**config.mk**
```make
export PLATFORM = sky130hd
export DESIGN_NAME = ts_packet_align_timestamp
export DESIGN_NICKNAME = d
export VERILOG_FILES = /design/src/logic/ts_align_pkg.sv /design/src/logic/ref_count_gen.sv /design/src/logic/ts_packet_align_timestamp.sv
export SDC_FILE = /design/constraint.sdc
export NUM_CORES = 1
export LEC_CHECK = 0
export BUFFER_PORTS_ARGS = -buffer_cell sky130_fd_sc_hd__buf_4
export CAP_MARGIN = 20
export CORE_MARGIN = 5
export CORE_UTILIZATION = 40
export DETAILED_ROUTE_END_ITERATION = 10
export PLACE_DENSITY = 0.61
export SLEW_MARGIN = 15
export SYNTH_ARGS = -nofsm -noshare
export SYNTH_HDL_FRONTEND = slang
export SYNTH_SLANG_ARGS = --single-unit
```
**constraint.sdc**
```tcl
create_clock -name mclk -period 3.6 [get_ports mclk]
set_input_delay 0.54 -clock mclk [delete_from_list [all_inputs] [get_ports mclk]]
set_output_delay 0.54 -clock mclk [all_outputs]
set_load 0.02 [all_outputs]
```
**src/logic/ts_align_pkg.sv**
```systemverilog
// shared constants for the packet alignment and time stamp block
package ts_align_pkg;

    // ************************************************************
    // register map (byte addresses)
    // ************************************************************
    localparam logic [7:0] ADDR_GEN_REF_COUNT = 8'h0c;
    localparam logic [7:0] ADDR_RX_CONTROL    = 8'h20;
    localparam logic [7:0] ADDR_RX_STATUS     = 8'h24;
    localparam logic [7:0] ADDR_RX_REF_COUNT  = 8'h28;

    // ************************************************************
    // receive control fields
    // ************************************************************
    localparam int MODE_LSB          = 0;
    localparam int MODE_MSB          = 1;
    localparam int RECV_CTRL_BIT     = 5;
    localparam int STAMP_INSERT_BIT  = 7;
    localparam int CHANNEL_RESET_BIT = 23;
    localparam logic [31:0] RX_CONTROL_RESET = 32'h0000_0000;
    localparam logic [31:0] RX_CONTROL_MASK  = 32'h0080_00a3;

    // ************************************************************
    // receive status fields
    // ************************************************************
    localparam int STAT_IN_PACKET_BIT = 0;
    localparam int STAT_RUNNING_BIT   = 1;
    localparam int STAT_LANE_LSB      = 2;

    // ************************************************************
    // receive modes
    // ************************************************************
    typedef enum logic [1:0]
    {
        MODE_FIXED_SHORT  = 2'd0,
        MODE_FIXED_LONG   = 2'd1,
        MODE_MIXED_LENGTH = 2'd2,
        MODE_UNFRAMED     = 2'd3
    } rx_mode_t;

    // ************************************************************
    // packet format and timing
    // ************************************************************
    localparam logic [7:0] SYNC_BYTE        = 8'h47;
    localparam logic [7:0] PKT_LEN_SHORT    = 8'd188;
    localparam logic [7:0] PKT_LEN_LONG     = 8'd204;
    localparam int         MCLK_KHZ         = 100000;
    localparam int         REF_CLK_KHZ      = 40500;
    localparam int         REF_COUNT_WIDTH  = 32;

endpackage : ts_align_pkg

```
**src/logic/ref_count_gen.sv**
```systemverilog
// free-running reference counter advanced at a fractional clock rate
`timescale 1ns/1ns
module ref_count_gen
#(
    parameter int REF_KHZ   = ts_align_pkg::REF_CLK_KHZ,
    parameter int MCLK_KHZ  = ts_align_pkg::MCLK_KHZ,
    parameter int WIDTH     = ts_align_pkg::REF_COUNT_WIDTH
)
(
    input  wire logic             mclk,
    input  wire logic             srst,
    output logic                  refTick,
    output logic [WIDTH-1:0]      refCount
);
    import ts_align_pkg::*;

    // ************************************************************
    // phase accumulator
    // ************************************************************
    // 40.5 MHz from 100 MHz is not an integer ratio, so a
    // fractional accumulator spreads the ticks; jitter is one mclk
    localparam logic [17:0] STEP = 18'(REF_KHZ);
    localparam logic [17:0] MODV = 18'(MCLK_KHZ);

    logic [17:0] phase;
    logic [17:0] phaseSum;

    assign phaseSum = phase + STEP;

    always_ff @(posedge mclk)
    begin
        if (srst)
        begin
            phase   <= 18'h0;
            refTick <= 1'b0;
        end
        else if (phaseSum >= MODV)
        begin
            phase   <= phaseSum - MODV;
            refTick <= 1'b1;
        end
        else
        begin
            phase   <= phaseSum;
            refTick <= 1'b0;
        end
    end

    // ************************************************************
    // counter
    // ************************************************************
    // ticking time base
    always_ff @(posedge mclk)
    begin
        if (srst)
        begin
            refCount <= '0;
        end
        else if (refTick)
        begin
            refCount <= refCount + WIDTH'(1);
        end
    end

endmodule : ref_count_gen

```
**src/logic/ts_packet_align_timestamp.sv**
```systemverilog
// receive formatter: packet alignment and time stamps toward the dma fifo
`timescale 1ns/1ns
// Operation
// - sync byte lands on word-aligned address
// - start receiving discards until packet start
// - align in fixed short, long, mixed
// - unframed mode passes bytes untouched
// - live mode change accepted, may misalign
// - channel reset drops packets in flight
// - free-running 40.5 MHz reference counter
// - stamp captured, placed before its packet
// - reference count readable by host
// - stamps only when enabled, framed modes
// - stamp four bytes little endian first
// - idle admits nothing, receiving admits packets
// - stamp enable is control bit 7
// - channel reset is control bit 23
module ts_packet_align_timestamp
(
    input  wire logic             mclk,
    input  wire logic             srst,
    // apb slave
    input  wire logic             psel,
    input  wire logic             penable,
    input  wire logic             pwrite,
    input  wire logic [7:0]       paddr,
    input  wire logic [31:0]      pwdata,
    output logic [31:0]           prdata,
    output logic                  pready,
    output logic                  pslverr,
    // transport stream bytes in
    input  wire logic [7:0]       tsByte,
    input  wire logic             tsValid,
    // words toward the receive fifo
    output logic [31:0]           fifoWord,
    output logic                  fifoValid
);
    import ts_align_pkg::*;

    // ************************************************************
    // declarations
    // ************************************************************
    typedef enum logic [0:0]
    {
        ST_HUNT,
        ST_PACKET
    } frame_state_t;

    frame_state_t state;
    frame_state_t next_state;

    logic [31:0]                  rxControl;
    logic [REF_COUNT_WIDTH-1:0]   refCount;
    logic                         running;
    logic                         runningDly;
    logic                         channelReset;
    logic                         stampEnable;
    rx_mode_t                     mode;
    logic                         framed;
    logic [7:0]                   pktCount;
    logic [7:0]                   next_pktCount;
    logic [1:0]                   lane;
    logic [23:0]                  packLow;
    logic                         byteIn;
    logic                         pushByte;
    logic                         pushStamp;
    logic                         atBoundary;
    logic                         isSync;
    logic                         setupPhase;
    logic                         accessWrite;

    // ************************************************************
    // reference counter
    // ************************************************************
    // tick left open: stamps copy the count itself
    ref_count_gen u_ref_count
    (
        .mclk     (mclk),
        .srst     (srst),
        .refTick  (),
        .refCount (refCount)
    );

    // ************************************************************
    // control field decode
    // ************************************************************
    assign mode         = rx_mode_t'(rxControl[MODE_MSB:MODE_LSB]);
    assign running      = rxControl[RECV_CTRL_BIT];
    assign stampEnable  = rxControl[STAMP_INSERT_BIT];
    assign channelReset = rxControl[CHANNEL_RESET_BIT];
    assign framed       = (mode != MODE_UNFRAMED);
    assign isSync       = (tsByte == SYNC_BYTE);
    // the first receiving cycle is skipped as well: the word
    // lanes are cleared in it, so a byte taken there would be lost
    assign byteIn       = tsValid && running && runningDly
                       && !channelReset;

    // ************************************************************
    // apb slave
    // ************************************************************
    // zero wait states: read data is captured in the setup phase
    assign pready      = 1'b1;
    assign setupPhase  = psel && !penable;
    assign accessWrite = psel && penable && pwrite;

    function automatic logic addrKnown(input logic [7:0] a);
        addrKnown = (a == ADDR_GEN_REF_COUNT) || (a == ADDR_RX_CONTROL)
                 || (a == ADDR_RX_STATUS) || (a == ADDR_RX_REF_COUNT);
    endfunction : addrKnown

    // writes to the read-only counts end without an error
    assign pslverr = psel && penable && !addrKnown(paddr);

    always_ff @(posedge mclk)
    begin
        if (srst)
        begin
            rxControl <= RX_CONTROL_RESET;
        end
        else if (accessWrite && paddr == ADDR_RX_CONTROL)
        begin
            // mode writes take effect at once
            rxControl <= pwdata & RX_CONTROL_MASK;
        end
    end

    // ************************************************************
    // register read
    // ************************************************************

    always_ff @(posedge mclk)
    begin
        if (srst)
        begin
            prdata <= 32'h0;
        end
        else if (setupPhase && !pwrite)
        begin
            if (paddr == ADDR_GEN_REF_COUNT)
            begin
                prdata <= refCount;
            end
            else if (paddr == ADDR_RX_REF_COUNT)
            begin
                prdata <= refCount;
            end
            else if (paddr == ADDR_RX_CONTROL)
            begin
                prdata <= rxControl;
            end
            else if (paddr == ADDR_RX_STATUS)
            begin
                prdata                     <= 32'h0;
                prdata[STAT_IN_PACKET_BIT] <= (state == ST_PACKET);
                prdata[STAT_RUNNING_BIT]   <= running;
                prdata[STAT_LANE_LSB +: 2] <= lane;
            end
            else
            begin
                prdata <= 32'h0;
            end
        end
    end

    // ************************************************************
    // framing decision
    // ************************************************************
    always_comb
    begin
        atBoundary = 1'b0;
        case (mode)
            MODE_FIXED_SHORT:  atBoundary = (pktCount == PKT_LEN_SHORT);
            MODE_FIXED_LONG:   atBoundary = (pktCount == PKT_LEN_LONG);
            // mixed: a sync after 188 bytes ends the packet early
            MODE_MIXED_LENGTH: atBoundary = (pktCount == PKT_LEN_LONG)
                || (pktCount == PKT_LEN_SHORT && isSync);
            default:           atBoundary = 1'b0;
        endcase
    end

    always_comb
    begin
        next_state    = state;
        next_pktCount = pktCount;
        pushByte      = 1'b0;
        pushStamp     = 1'b0;
        if (byteIn)
        begin
            if (!framed)
            begin
                pushByte = 1'b1;
            end
            else
            begin
                case (state)
                    ST_HUNT:
                    begin
                        if (isSync)
                        begin
                            pushByte      = 1'b1;
                            next_pktCount = 8'd1;
                            next_state    = ST_PACKET;
                        end
                    end
                    ST_PACKET:
                    begin
                        if (!atBoundary)
                        begin
                            pushByte      = 1'b1;
                            next_pktCount = pktCount + 8'd1;
                        end
                        else if (isSync)
                        begin
                            pushByte      = 1'b1;
                            next_pktCount = 8'd1;
                        end
                        else
                        begin
                            // lost sync: hunt again rather than misalign
                            next_state    = ST_HUNT;
                            next_pktCount = 8'd0;
                        end
                    end
                    default:
                    begin
                        next_state = ST_HUNT;
                    end
                endcase
                // stamps only in framed modes when enabled
                // stamp placed ahead of its packet
                // a stamp needs a free word, so it is skipped if a
                // live mode change has left the lane misaligned
                pushStamp = pushByte && next_pktCount == 8'd1
                         && stampEnable && lane == 2'd0;
            end
        end
    end

    // ************************************************************
    // frame state
    // ************************************************************
    always_ff @(posedge mclk)
    begin
        if (srst)
        begin
            runningDly <= 1'b0;
        end
        else
        begin
            runningDly <= running;
        end
    end

    always_ff @(posedge mclk)
    begin
        if (srst)
        begin
            state    <= ST_HUNT;
            pktCount <= 8'd0;
        end
        // channel reset drops packets in flight
        else if (channelReset || !running)
        begin
            state    <= ST_HUNT;
            pktCount <= 8'd0;
        end
        else
        begin
            state    <= next_state;
            pktCount <= next_pktCount;
        end
    end

    // ************************************************************
    // word packing toward the fifo
    // ************************************************************
    // packets start on lane zero, and 188, 204 and the stamp
    // are all multiples of four, so every sync stays word aligned
    always_ff @(posedge mclk)
    begin
        if (srst)
        begin
            lane    <= 2'd0;
            packLow <= 24'h0;
        end
        else if (channelReset || (running && !runningDly))
        begin
            // a fresh start restarts on a word boundary
            lane    <= 2'd0;
            packLow <= 24'h0;
        end
        else if (pushByte)
        begin
            case (lane)
                2'd0:    packLow[7:0]   <= tsByte;
                2'd1:    packLow[15:8]  <= tsByte;
                2'd2:    packLow[23:16] <= tsByte;
                default: packLow        <= packLow;
            endcase
            lane <= lane + 2'd1;
        end
    end

    // no back-pressure: the dma side must take every pulse
    always_ff @(posedge mclk)
    begin
        if (srst)
        begin
            fifoWord  <= 32'h0;
            fifoValid <= 1'b0;
        end
        else if (pushStamp)
        begin
            // stamp word, low byte first in memory
            // sampled when the sync byte arrives
            // long mode grows to 208 bytes
            fifoWord  <= refCount;
            fifoValid <= 1'b1;
        end
        else if (pushByte && lane == 2'd3)
        begin
            fifoWord  <= {tsByte, packLow};
            fifoValid <= 1'b1;
        end
        else
        begin
            fifoValid <= 1'b0;
        end
    end

endmodule : ts_packet_align_timestamp

```
==> flow_summary.json <==
{
  "pwr_density_cell_nw_per_um2": 502,
  "cts_resized": 0,
  "vias": 6997,
  "place_hpwl_mm": 15.4,
  "nFillCells": 1909,
  "syn2layout_area_growth_pct": 18.7,
  "overflow": 0,
  "whs_ns": 0.354,
  "synthCells": 945,
  "vias_per_cell": 5.46,
  "power_mw": 4.73,
  "end_kind": "flop",
  "leakage_nw": 3.38,
  "ir_worst_vdd_v": 0.000396,
  "final_cell_mix": "dfxtp_1, buf_4, a21oi_1",
  "pre_cts_ws_ns": 0.615,
  "synth_seq_cells": 155,
  "die_area_um2": 22700,
  "io_buffers": 92,
  "yosysUniqueCellTypes": 74,
  "worst_clock_skew_ns": 0.0126,
  "syn_area_um2": 7930,
  "grt_pass1_vias": 6501,
  "rows": 51,
  "synth_flop_cell": "dfxtp_1",
  "setup_viol": 0,
  "drc": 0,
  "post-route-util": 0.484,
  "reg2reg_slack_ns": 0.60,
  "maxCapViolCount": 0,
  "first_iter_violations": 499,
  "ys_warn_count": 0,
  "dieWidth_um": 151,
  "cts_made_buffers": 17,
  "diodes": 0,
  "path_cells": "ha_1 > or3_1 > xnor2_1 > ha_1 > nor4b_1 > a211oi_2 > o211ai_1 > or3_1 > a211oi_1",
  "status": "finished, final reports clean",
  "clkLatencyLatePin_ns": 0.43,
  "start_util": 0.407,
  "routed_wl_mm": 21.6,
  "place.gp.congestion": 0.863,
  "hp-class": "in -> reg",
  "maxSlewHeadroom": 0.448,
  "cp-start-kind": "flop",
  "max_freq_ghz": 0.334,
  "fin_ws_ns": 0.604,
  "grt_pass1_wl_mm": 34.6,
  "worst_pin_slew_ns": 0.820,
  "synth_edf_count": 0,
  "ant_nets": 0,
  "max-clock-path-buffers": 2,
  "cts.sinks": 155,
  "track_usage": 0.192,
  "cp_max_fo": 8,
  "io_pins": 121,
  "post-route-period-util": 0.832,
  "async_reset_ff_frac": 0,
  "wl_per_cell_um": 16.8,
  "criticalPathCategory": "reg -> reg",
  "yosysSeqAreaShare": 0.391,
  "grt_max_degree": 51,
  "avgSynthCellArea_um2": 8.39,
  "drive_gt1_frac": 0.163,
  "final_max_slew_viol_count": 0,
  "cp.arrival_ns": 3.34,
  "tns_ns": 0,
  "fin_nets": 1068,
  "clkTransAtPathRegs_ns": 0.07,
  "core_um2": 19500,
  "rsz0062_at_grt": "false",
  "antenna_found_initial": 0,
  "layout_commonest_cell": "dfxtp_1",
  "tritoncts": "done",
  "syn_nets": 1009,
  "crit_required_ns": 3.94,
  "period_needed_ns": 3.00,
  "cts_hold_buffers": 0,
  "die_h_um": 151,
  "clockRootBuffer": "clkbuf_16",
  "dr.pass1.iters": 5,
  "critPathMaxStageDelay_ns": 0.48,
  "postCtsSetupRepairBufs": 0,
  "cts_max_level": 4,
  "hold_violations": 0,
  "critical-path-slowest-cell": "a211oi_2"
}
logic make-up after synthesis:
group / after synthesis / share of synthesized area
AND/OR/NAND/NOR: 365 / 0.237
AO/OA/AOI/OAI: 214 / 0.190
flip-flops: 155 / 0.391
buffers and inverters: 105 / 0.0533
XOR/XNOR: 50 / 0.0552
multiplexers: 45 / 0.0576
adder cells (fa/ha/maj): 10 / 0.0158
other: 1 / 0.000473
power breakdown:
part           switching (mW)  total [mW]  internal, mW
Sequential              0.142        1.93          1.79
Combinational           0.528       0.916         0.388
Clock                   0.760        1.88          1.12
cell type report:
type                            instances  area (um^2)  area share
Inverter                               35          131      0.0140
Tap cell                              265          332      0.0352
Timing Repair Buffer                  110          833      0.0885
Clock buffer                           21          450      0.0479
Multi-Input combinational cell        685         4410       0.468
Clock inverter                         11          158      0.0167
Sequential cell                       155         3100       0.330
flip-flops by register name, summed over array words and instances, names as in the netlist:
| name | flops |
|---|---|
| fifoWord | 32 |
| prdata | 32 |
| u_ref_count.refCount | 32 |
| packLow | 24 |
| u_ref_count.phase | 16 |
| pktCount | 8 |
| rxControl | 5 |
| lane | 2 |
| fifoValid | 1 |
| runningDly | 1 |
| state | 1 |
| u_ref_count.refTick | 1 |
layer usage:
| layer | global-route usage | vias to the layer above | share of wire |
|---|---|---|---|
| met1 | 0.283 | 3290 | 0.50 |
| li1 | - | 3528 | - |
| met4 | 0.0517 | 0 | 0.013 |
| met5 | 0 | - | 0 |
| met3 | 0.0365 | 24 | 0.050 |
| met2 | 0.288 | 155 | 0.44 |
critical path, delay by kind of cell (launching register included):
kind / cells / cell delay [ns]
xor+xnor: 1 / 0.23
flops: 1 / 0.38
fa+ha+maj: 2 / 0.49
compound gates: 3 / 0.93
simple gates: 3 / 0.88
per-stage QoR:
| step | cell area, um^2 | cells |
|---|---|---|
| global placement | 8790 | 1249 |
| global route | 9410 | 1282 |
| floorplan | 7930 | 945 |
| finish | 9410 | 1282 |
| CTS | 9400 | 1281 |
| detailed placement | 8790 | 1249 |
final timing paths:
| path | startpoint | endpoint | cells past startpoint |
|---|---|---|---|
| worst max register to register | u_ref_count.phase[2] | u_ref_count.phase[17] | 9 |
| worst min register to register | prdata[9] | prdata[9] | 2 |
| worst max-delay path | u_ref_count.phase[2] | u_ref_count.phase[17] | 9 |
| worst min-delay path | pwdata[1] | rxControl[1] | 3 |
synth_stat cells, types with 5 or more instances:
library cell  instances  area (um^2)
ha_1                 10          125
a221oi_1              5         43.8
nand4_1              15         93.8
xor2_1                6         52.6
a31oi_1               7         43.8
and2_1                6         37.5
or3_1                 7         43.8
and4_1                5         43.8
o21ai_0              19         95.1
xnor2_1              44          385
nor3_1               23          115
o211ai_1              7         52.6
and4b_1              11          110
and3_1                9         56.3
or4_1                 5         37.5
mux2i_1              40          400
inv_1                35          131
dfxtp_1             155         3100
a211oi_2              8          100
nand2_1              86          323
nand2b_1              5         31.3
clkbuf_1             44          165
nor2b_1              13         81.3
a41o_1               25          250
nand3_1              71          355
nor2_1               81          304
buf_2                20          100
mux2_2                5         56.3
a21oi_1              96          480
buf_1                 5         18.8
No activity file was read; power rests on OpenSTA's default activity.
